File: config.mk
export PLATFORM = sky130hd
export DESIGN_NAME = dtc_timer
export DESIGN_NICKNAME = d
export VERILOG_FILES = /design/src/hdl/dtc_pkg.sv /design/src/hdl/dtc_timer.sv
export SDC_FILE = /design/constraint.sdc
export NUM_CORES = 1
export LEC_CHECK = 0
export ABC_AREA = 1
export BUFFER_PORTS_ARGS = -buffer_cell sky130_fd_sc_hd__buf_2
export CAP_MARGIN = 20
export CORE_UTILIZATION = 50
export DETAILED_ROUTE_END_ITERATION = 7
export GPL_TIMING_DRIVEN = 0
export PLACE_DENSITY_LB_ADDON = 0.05
export SETUP_SLACK_MARGIN = 0.5
export SYNTH_ARGS = -nofsm -noshare
export SYNTH_HDL_FRONTEND = slang
export SYNTH_SLANG_ARGS = --single-unit
File: constraint.sdc
create_clock -name clk -period 3.7 [get_ports clk]
set_input_delay 0.185 -clock clk [delete_from_list [all_inputs] [get_ports clk]]
set_output_delay 0.185 -clock clk [all_outputs]
set_load 0.02 [all_outputs]
File: src/hdl/dtc_pkg.sv
/*
 * Constants for the dual timer/counter block: register offsets, field
 * positions, mode codes and tick timing.
 * Assumes a 20 MHz system clock and a byte-wide register port.
 */
package dtc_pkg;
	// Register offsets on the plain register port
	localparam logic [2:0] ADDR_CONTROL_STATUS = 3'h0;
	localparam logic [2:0] ADDR_MODE           = 3'h1;
	localparam logic [2:0] ADDR_TICK_SELECT    = 3'h2;
	localparam logic [2:0] ADDR_A_LOW          = 3'h3;
	localparam logic [2:0] ADDR_A_HIGH         = 3'h4;
	localparam logic [2:0] ADDR_B_LOW          = 3'h5;
	localparam logic [2:0] ADDR_B_HIGH         = 3'h6;

	// Control/status register bits
	localparam int BIT_B_FLAG = 7;
	localparam int BIT_B_RUN  = 6;
	localparam int BIT_A_FLAG = 5;
	localparam int BIT_A_RUN  = 4;

	// Mode register: timer_a in bits 3..0, timer_b in bits 7..4
	localparam int MODE_B_BASE = 4;
	localparam int FLD_GATE    = 3;
	localparam int FLD_SOURCE  = 2;
	localparam int FLD_MODE_HI = 1;
	localparam int FLD_MODE_LO = 0;

	// Tick select register bits
	localparam int BIT_C_TICK = 5;
	localparam int BIT_B_TICK = 4;
	localparam int BIT_A_TICK = 3;
	localparam logic [7:0] TICK_SELECT_MASK = 8'h38;

	localparam logic [7:0] RESET_BYTE = 8'h00;
	localparam logic [7:0] BYTE_ONES  = 8'hFF;
	localparam logic [4:0] LOW5_ONES  = 5'h1F;

	typedef enum logic [1:0] {
		DTC_MODE_13BIT  = 2'h0,
		DTC_MODE_16BIT  = 2'h1,
		DTC_MODE_RELOAD = 2'h2,
		DTC_MODE_SPLIT  = 2'h3
	} dtc_mode_t;

	// Prescaler: one tick every twelve system clocks
	localparam int         PRESCALE_DIV  = 12;
	localparam logic [3:0] PRESCALE_LAST = 4'(PRESCALE_DIV - 1);
	localparam logic [3:0] PRESCALE_ZERO = 4'h0;
endpackage

File: src/hdl/dtc_timer.sv
/*
 * Dual timer/counter with four modes (13-bit, 16-bit, 8-bit auto-reload,
 * split), prescaled or pin-edge counting and gate inputs.
 * Assumes count pins and gate inputs synchronous to clk, and a register
 * master that never issues read and write strobes together.
 */
// How it works
// RULE1: Timer function counts each tick: every clock or every twelfth clock.
// RULE2: Counter function counts each falling edge on the count pin.
// RULE3: Pin source must hold each level two clocks; quarter clock max.
// RULE4: Each count is 16 bits, accessed as low and high bytes.
// RULE5: Each timer has own mode, source, gate and run controls.
// RULE6: Mode 0 is 13 bits: high byte plus low bits 4..0.
// RULE7: Mode 0 wrap from 0x1FFF to zero sets overflow flag.
// RULE8: Source select clear counts ticks; set counts pin falling edges.
// RULE9: Count only when run and (gate disabled or gate input high).
// RULE10: Setting run neither clears nor loads the count.
// RULE11: Mode 1 counts all 16 bits, flag on wrap to zero.
// RULE12: Mode 2 low byte counts; wrap sets flag and reloads from high.
// RULE13: Software preloads low byte before running mode 2.
// RULE14: Mode 3 timer_a low byte uses timer_a controls and flag.
// RULE15: Mode 3 timer_a high byte ticks on timer_b run, sets b flag.
// RULE16: Timer_b in mode 3 holds its count.
// RULE17: With timer_a split, timer_b ticks only, no flag, pulse still out.
// RULE18: Timer_b implements modes 0, 1, 2 like timer_a.
// RULE19: Mode codes: 00 13-bit, 01 16-bit, 10 reload, 11 split/stop.
// RULE20: Overflow flags clear by software write or interrupt acknowledge.
// RULE21: Tick select 0 divides by twelve, 1 uses the clock directly.
// RULE22: Count pins compared across two samples for single-cycle edges.
`timescale 1ns/1ps
`default_nettype none

module dtc_timer
(
	input  wire logic       clk,             // System clock
	input  wire logic       rst_n,           // Synchronous reset, active low
	input  wire logic [2:0] reg_addr,        // Register address
	input  wire logic [7:0] reg_wdata,       // Write data
	input  wire logic       reg_wr,          // Write strobe
	input  wire logic       reg_rd,          // Read strobe
	output logic      [7:0] reg_rdata,       // Read data, cycle after strobe
	input  wire logic       count_pin_a,     // Timer_a event input
	input  wire logic       count_pin_b,     // Timer_b event input
	input  wire logic       gate_input_a_n,  // Timer_a gate level
	input  wire logic       gate_input_b_n,  // Timer_b gate level
	input  wire logic       int_ack_a,       // Interrupt vectored, timer_a
	input  wire logic       int_ack_b,       // Interrupt vectored, timer_b
	output logic            irq_a,           // Timer_a overflow flag
	output logic            irq_b,           // Timer_b overflow flag
	output logic            overflow_b_pulse // Timer_b overflow, baud use
);

	// ********************************
	// Registers
	// ********************************
	logic [7:0] timer_a_low_byte;
	logic [7:0] timer_a_high_byte;
	logic [7:0] timer_b_low_byte;
	logic [7:0] timer_b_high_byte;
	logic [7:0] timer_mode_reg;
	logic [7:0] tick_select_reg;
	logic       timer_a_run;
	logic       timer_b_run;
	logic       timer_a_overflow_flag;
	logic       timer_b_overflow_flag;

	logic [3:0] prescale;
	logic       tick12;
	logic [1:0] pin_a_hist;
	logic [1:0] pin_b_hist;
	logic       fall_a;
	logic       fall_b;

	function automatic logic is_wr(input logic [2:0] a, input logic [2:0] target);
		is_wr = reg_wr && (a == target);
	endfunction

	// ********************************
	// Field decode
	// ********************************
	dtc_pkg::dtc_mode_t mode_a;
	dtc_pkg::dtc_mode_t mode_b;
	logic               timer_a_gate_enable;
	logic               timer_b_gate_enable;
	logic               timer_a_source_select;
	logic               timer_b_source_select;
	logic               timer_a_tick_select;
	logic               timer_b_tick_select;
	logic               timer_c_tick_select;

	assign mode_a = dtc_pkg::dtc_mode_t'(timer_mode_reg[dtc_pkg::FLD_MODE_HI:dtc_pkg::FLD_MODE_LO]); // RULE5
	assign mode_b = dtc_pkg::dtc_mode_t'(timer_mode_reg[dtc_pkg::MODE_B_BASE + dtc_pkg::FLD_MODE_HI
		-: 2]); // RULE5
	assign timer_a_gate_enable   = timer_mode_reg[dtc_pkg::FLD_GATE];
	assign timer_b_gate_enable   = timer_mode_reg[dtc_pkg::MODE_B_BASE + dtc_pkg::FLD_GATE];
	assign timer_a_source_select = timer_mode_reg[dtc_pkg::FLD_SOURCE];
	assign timer_b_source_select = timer_mode_reg[dtc_pkg::MODE_B_BASE + dtc_pkg::FLD_SOURCE];
	assign timer_a_tick_select   = tick_select_reg[dtc_pkg::BIT_A_TICK];
	assign timer_b_tick_select   = tick_select_reg[dtc_pkg::BIT_B_TICK];
	assign timer_c_tick_select   = tick_select_reg[dtc_pkg::BIT_C_TICK];

	// ********************************
	// Prescaler and pin edges
	// ********************************
	always_ff @(posedge clk)
	begin
		if (!rst_n)
			prescale <= dtc_pkg::PRESCALE_ZERO;
		else if (prescale == dtc_pkg::PRESCALE_LAST)
			prescale <= dtc_pkg::PRESCALE_ZERO;
		else
			prescale <= prescale + 4'h1;
	end
	assign tick12 = (prescale == dtc_pkg::PRESCALE_LAST); // RULE21

	// Pins are synchronous; two samples spot the fall
	always_ff @(posedge clk)
	begin
		if (!rst_n)
		begin
			pin_a_hist <= 2'h3;
			pin_b_hist <= 2'h3;
		end
		else
		begin
			pin_a_hist <= {pin_a_hist[0], count_pin_a}; // RULE22
			pin_b_hist <= {pin_b_hist[0], count_pin_b}; // RULE22
		end
	end
	assign fall_a = pin_a_hist[1] && !pin_a_hist[0]; // RULE2 RULE3
	assign fall_b = pin_b_hist[1] && !pin_b_hist[0]; // RULE2

	// ********************************
	// Count enables
	// ********************************
	logic tick_a;
	logic tick_b;
	logic split;
	logic run_a;
	logic run_b;
	logic inc_a;
	logic inc_b;
	logic inc_ah;

	assign split  = (mode_a == dtc_pkg::DTC_MODE_SPLIT); // RULE19
	assign tick_a = timer_a_tick_select ? 1'b1 : tick12; // RULE1 RULE21
	assign tick_b = timer_b_tick_select ? 1'b1 : tick12; // RULE1 RULE21
	assign run_a  = timer_a_run && (!timer_a_gate_enable || gate_input_a_n); // RULE9
	assign run_b  = timer_b_run && (!timer_b_gate_enable || gate_input_b_n); // RULE9
	assign inc_a  = run_a && (timer_a_source_select ? fall_a : tick_a); // RULE8 RULE14
	// Timer_b loses its run bit and flag to timer_a's high byte in split
	assign inc_b  = (mode_b != dtc_pkg::DTC_MODE_SPLIT) // RULE16
		&& (split ? tick_b // RULE17
		: (run_b && (timer_b_source_select ? fall_b : tick_b))); // RULE8 RULE18
	assign inc_ah = split && timer_b_run && tick_a; // RULE15

	// ********************************
	// Per-timer next state and overflow
	// ********************************
	logic [7:0]  next_a_low;
	logic [7:0]  next_a_high;
	logic        ovf_a;
	logic        ovf_ah;
	logic [7:0]  next_b_low;
	logic [7:0]  next_b_high;
	logic        ovf_b;
	logic [16:0] step_a;
	logic [16:0] step_b;

	// One count step on a low/high pair, as {overflow, high, low}
	function automatic logic [16:0] count_step(input dtc_pkg::dtc_mode_t m, input logic [7:0] lo,
		input logic [7:0] hi);
		logic [16:0] r;
		r = {1'b0, hi, lo + 8'h01};
		unique case (m)
			dtc_pkg::DTC_MODE_13BIT:
			begin
				if (lo[4:0] == dtc_pkg::LOW5_ONES) // RULE6 RULE7
					r = {hi == dtc_pkg::BYTE_ONES, hi + 8'h01, lo[7:5], 5'h00};
			end
			dtc_pkg::DTC_MODE_16BIT:
			begin
				if (lo == dtc_pkg::BYTE_ONES) // RULE4 RULE11
					r = {hi == dtc_pkg::BYTE_ONES, hi + 8'h01, lo + 8'h01};
			end
			dtc_pkg::DTC_MODE_RELOAD:
			begin
				if (lo == dtc_pkg::BYTE_ONES) // RULE12 RULE13
					r = {1'b1, hi, hi};
			end
			dtc_pkg::DTC_MODE_SPLIT:
				r = {lo == dtc_pkg::BYTE_ONES, hi, lo + 8'h01}; // RULE14
		endcase
		return r;
	endfunction

	always_comb
	begin
		step_a      = count_step(mode_a, timer_a_low_byte, timer_a_high_byte);
		next_a_low  = timer_a_low_byte;
		next_a_high = timer_a_high_byte;
		ovf_a       = 1'b0;
		ovf_ah      = 1'b0;
		if (inc_a)
		begin
			next_a_low  = step_a[7:0];
			next_a_high = step_a[15:8];
			ovf_a       = step_a[16];
		end
		if (inc_ah)
		begin
			next_a_high = timer_a_high_byte + 8'h01; // RULE15
			ovf_ah      = (timer_a_high_byte == dtc_pkg::BYTE_ONES);
		end
	end

	// Timer_b in its own mode 3 never gets inc_b, so it holds
	always_comb
	begin
		step_b      = count_step(mode_b, timer_b_low_byte, timer_b_high_byte);
		next_b_low  = timer_b_low_byte;
		next_b_high = timer_b_high_byte;
		ovf_b       = 1'b0;
		if (inc_b) // RULE18 RULE16
		begin
			next_b_low  = step_b[7:0];
			next_b_high = step_b[15:8];
			ovf_b       = step_b[16];
		end
	end

	// ********************************
	// Count registers (software write wins over counting)
	// ********************************
	always_ff @(posedge clk)
	begin
		if (!rst_n)
		begin
			timer_a_low_byte  <= dtc_pkg::RESET_BYTE;
			timer_a_high_byte <= dtc_pkg::RESET_BYTE;
			timer_b_low_byte  <= dtc_pkg::RESET_BYTE;
			timer_b_high_byte <= dtc_pkg::RESET_BYTE;
		end
		else
		begin
			timer_a_low_byte  <= is_wr(reg_addr, dtc_pkg::ADDR_A_LOW)  ? reg_wdata : next_a_low;
			timer_a_high_byte <= is_wr(reg_addr, dtc_pkg::ADDR_A_HIGH) ? reg_wdata : next_a_high;
			timer_b_low_byte  <= is_wr(reg_addr, dtc_pkg::ADDR_B_LOW)  ? reg_wdata : next_b_low;
			timer_b_high_byte <= is_wr(reg_addr, dtc_pkg::ADDR_B_HIGH) ? reg_wdata : next_b_high;
		end
	end

	// ********************************
	// Configuration registers
	// ********************************
	always_ff @(posedge clk)
	begin
		if (!rst_n)
		begin
			timer_mode_reg  <= dtc_pkg::RESET_BYTE;
			tick_select_reg <= dtc_pkg::RESET_BYTE;
			timer_a_run     <= 1'b0;
			timer_b_run     <= 1'b0;
		end
		else
		begin
			if (is_wr(reg_addr, dtc_pkg::ADDR_MODE))
				timer_mode_reg <= reg_wdata;
			if (is_wr(reg_addr, dtc_pkg::ADDR_TICK_SELECT))
				tick_select_reg <= reg_wdata & dtc_pkg::TICK_SELECT_MASK;
			if (is_wr(reg_addr, dtc_pkg::ADDR_CONTROL_STATUS))
			begin
				timer_a_run <= reg_wdata[dtc_pkg::BIT_A_RUN]; // RULE10
				timer_b_run <= reg_wdata[dtc_pkg::BIT_B_RUN]; // RULE10
			end
		end
	end

	// ********************************
	// Overflow flags: set beats clear
	// ********************************
	logic set_a;
	logic set_b;
	logic clr_a;
	logic clr_b;

	assign set_a = ovf_a;
	assign set_b = ovf_ah || (ovf_b && !split); // RULE15 RULE17
	assign clr_a = int_ack_a || (is_wr(reg_addr, dtc_pkg::ADDR_CONTROL_STATUS)
		&& !reg_wdata[dtc_pkg::BIT_A_FLAG]); // RULE20
	assign clr_b = int_ack_b || (is_wr(reg_addr, dtc_pkg::ADDR_CONTROL_STATUS)
		&& !reg_wdata[dtc_pkg::BIT_B_FLAG]); // RULE20

	always_ff @(posedge clk)
	begin
		if (!rst_n)
		begin
			timer_a_overflow_flag <= 1'b0;
			timer_b_overflow_flag <= 1'b0;
		end
		else
		begin
			timer_a_overflow_flag <= set_a || (timer_a_overflow_flag && !clr_a); // RULE7 RULE20
			timer_b_overflow_flag <= set_b || (timer_b_overflow_flag && !clr_b); // RULE20
		end
	end

	always_ff @(posedge clk)
	begin
		if (!rst_n)
			overflow_b_pulse <= 1'b0;
		else
			overflow_b_pulse <= ovf_b; // RULE17
	end

	assign irq_a = timer_a_overflow_flag;
	assign irq_b = timer_b_overflow_flag;

	// ********************************
	// Read port
	// ********************************
	always_ff @(posedge clk)
	begin
		if (!rst_n)
			reg_rdata <= dtc_pkg::RESET_BYTE;
		else if (reg_rd)
		begin
			unique case (reg_addr)
				dtc_pkg::ADDR_CONTROL_STATUS: reg_rdata <= {timer_b_overflow_flag, timer_b_run,
					timer_a_overflow_flag, timer_a_run, 4'h0};
				dtc_pkg::ADDR_MODE:           reg_rdata <= timer_mode_reg;
				dtc_pkg::ADDR_TICK_SELECT:    reg_rdata <= {2'h0, timer_c_tick_select,
					timer_b_tick_select, timer_a_tick_select, 3'h0};
				dtc_pkg::ADDR_A_LOW:          reg_rdata <= timer_a_low_byte;
				dtc_pkg::ADDR_A_HIGH:         reg_rdata <= timer_a_high_byte;
				dtc_pkg::ADDR_B_LOW:          reg_rdata <= timer_b_low_byte;
				dtc_pkg::ADDR_B_HIGH:         reg_rdata <= timer_b_high_byte;
				default:                      reg_rdata <= dtc_pkg::RESET_BYTE;
			endcase
		end
		else
			reg_rdata <= dtc_pkg::RESET_BYTE;
	end

endmodule

`default_nettype wire

==> results.md <==
* Period utilisation layout at 54.0%
* Maxcap violations at 0
* Hold slack at 0.0184 ns
* Post-synthesis async set-or-reset flop share at 0%
* Worst-Margin Slew at 0.661 ns
* Hold Crit Class: input pin to register
* Largest net degree at the start of global routing at 13
* Status: complete, no violations
* P&R area growth vs syn at 10.9%
* Dpl cell area at 4470 um2
* Initial DRC count at 352
* First-pass GRT wire length at 20.3 mm
* Drt total wl at 12.9 mm
* Layout fillers at 814
* Hpwl dp at 9.78 mm
* Arrival time worst endpoint at 2.27 ns
* RSZ-0062 raised after global routing: false
* Final GP Congestion at 0.934
* Mapped Area at 4190 um2
* Die area at 8740 um2
* Syn Nets at 676
* Clk_lat worst skew at 0.35 ns
* Placement row count at 33
* Post-synth top cells: nand2_1, inv_1, nor2_1
* Reg2Reg Launch Point: timer_b_low_byte[0]
* Number of global-route vias before repair at 3965
* Final hold violations at 0
* Initial Utilization at 51.2%
* Layout cell share with drive strength beyond 1 at 13.7%
* Fin. max-slew vios at 0
* CTS buffer count at 9
* Cell leakage power at 2.11 nW
* Crit path to: timer_b_high_byte[1]
* Number of antenna-violating nets in the routed design at 0
* Synth top area share at 30.6%
* VDD IR-drop max at 0.152 mV
* Setup TNS at 0 ns
* Final setup fails at 0
* Seq/Total Area, Yosys at 30.6%
* Worst-path clk slew at 0.09 ns
* Rel. slew slack at 55.9%
* Mean Syn Cell Area at 6.46 um2
* Port Buffers at 30
* Post-synth EDFFs at 0
* WL per Instance at 16.2 um
* Via/cell ratio at 5.50
* I/O pins at 32
* Post-layout instance count excluding filler cells at 799
* CP endpoint kind: register
* Tmin final at 2.00 ns
* Seq cells post-synth at 64
* Utilization after layout at 56.7%
* CTS tree: yes
* Worst EP required at 3.97 ns
* Total Routing Usage GR at 30.8%
* Maximum clock path buffer count at 2
* Die X-Extent at 93.5 um
* Drt drc at 0
* Main synth FF type: dfxtp_1
* Clock sinks at 64
* Initial antenna violation count at 0
* Biggest area consumer among synthesized cells: dfxtp_1
* RR Endpoint: timer_b_high_byte[1]
* Postcts setup bufs at 0
* Total grt overflow at 0
* Antenna cell count at 0
* Peak Freq at 500 MHz
* Post-CTS Resized at 0
* YS warnings at 0
* Worst setup path start: timer_b_low_byte[0]
* Synth area leaders: dfxtp_1, nand2_1, nand3_1, inv_1, nor2_1
* Final instance area at 4640 um2
* Most frequent cell after synthesis: nand2_1
* FF-to-FF setup slack at 1.70 ns
* Skew final at 0.0142 ns
* Detailed-route via count at 4392
* Placed insts at 783
* Synth cell types at 42
* Hold-fix buffers, CTS at 0
* Die H at 93.5 um
* Clock Root Buffer: clkbuf_8
* Critical path type: register to register
* Area of the core at 8180 um2
* Mapped Cells at 648
* Power Dens Cells at 305 nW/um2
* First-pass DRT Iterations at 8
* CTS H-tree depth at 3
* Worst-path fanout max at 9
* Fin nets at 717
* R2R cell count at 10
* CP startpoint kind: register
where the power goes:
group | leakage [nW] | total [W] | switching [W] | internal [W]
sequential | 0.519 | 0.000716 | 0.0000132 | 0.000703
clock | 0.0889 | 0.000556 | 0.000313 | 0.000243
combinational | 1.50 | 0.000141 | 0.000100 | 0.0000411
area by class of cell:
class                           count  area [um2]  share of cell area (%)
Multi-Input combinational cell    479        2480                    53.4
Sequential cell                    64        1280                    27.6
Inverter                           94         362                    7.79
Timing Repair Buffer               30         150                    3.24
Tap cell                          105         131                    2.83
Clock buffer                        9         124                    2.67
Buffer                             11        66.3                    1.43
Clock inverter                      7        48.8                    1.05
through the flow:
step | worst slack (ns) | power, W
6_report | 1.70 | 0.00141
5_1_grt | 1.46 | 0.00146
4_1_cts | 1.70 | 0.00141
3_5_place_dp | 1.73 | 0.000871
2_1_floorplan | 2.03 | 0.000817
3_3_place_gp | 1.77 | 0.000869
worst min-delay path by stage:
stage | startpoint | to | depth (start not counted)
after floorplan | count_pin_a | pin_a_hist[0] | 1
after global placement | count_pin_b | pin_b_hist[0] | 2
after detailed placement | count_pin_b | pin_b_hist[0] | 2
after CTS | count_pin_b | pin_b_hist[0] | 2
after global routing | count_pin_a | pin_a_hist[0] | 2
final | count_pin_a | pin_a_hist[0] | 2
layer usage:
metal / global-route usage [%] / vias up / part of all wire, %
met5: 0 / - / 0
met4: 14.4 / 0 / 3.4
met3: 5.28 / 31 / 6.0
met2: 49.4 / 166 / 46
met1: 40.2 / 1990 / 44
li1: - / 2205 / -
critical path, cell delays in order, from the launching register on:
cell	delay [ns]
dfxtp_1	0.40
ha_1	0.25
nand3_4	0.14
inv_1	0.09
ha_1	0.17
nand2_1	0.19
nand2_4	0.20
nand3_4	0.15
nand2_4	0.14
nand2_1	0.06
a21oi_1	0.14
kinds of logic after synthesis:
kind of cell               Yosys count  share of synthesized area (%)
adders and majority gates            7                           2.09
xor gates and xnor gates            10                           2.09
and+or+nand+nor                    340                           38.6
DFF                                 64                           30.6
AOI/OAI and AO/OA                  122                           16.4
buffers and inverters              105                           10.2
placed cells by master, fill, tap and decap left out, types with 4 or more instances in the layout:
cell type  instances
nand2_1          155
inv_1             82
nor2_1            72
nand3_1           65
dfxtp_1           64
a21oi_1           51
o21ai_0           39
buf_2             32
o22ai_1           15
nand4_1           12
inv_2              9
xor2_1             9
clkbuf_8           9
nand2_4            7
nor3_1             7
ha_1               7
clkbuf_1           5
a211oi_1           5
nand3_4            4
clkinv_2           4
(Power assumes the default switching activity.)
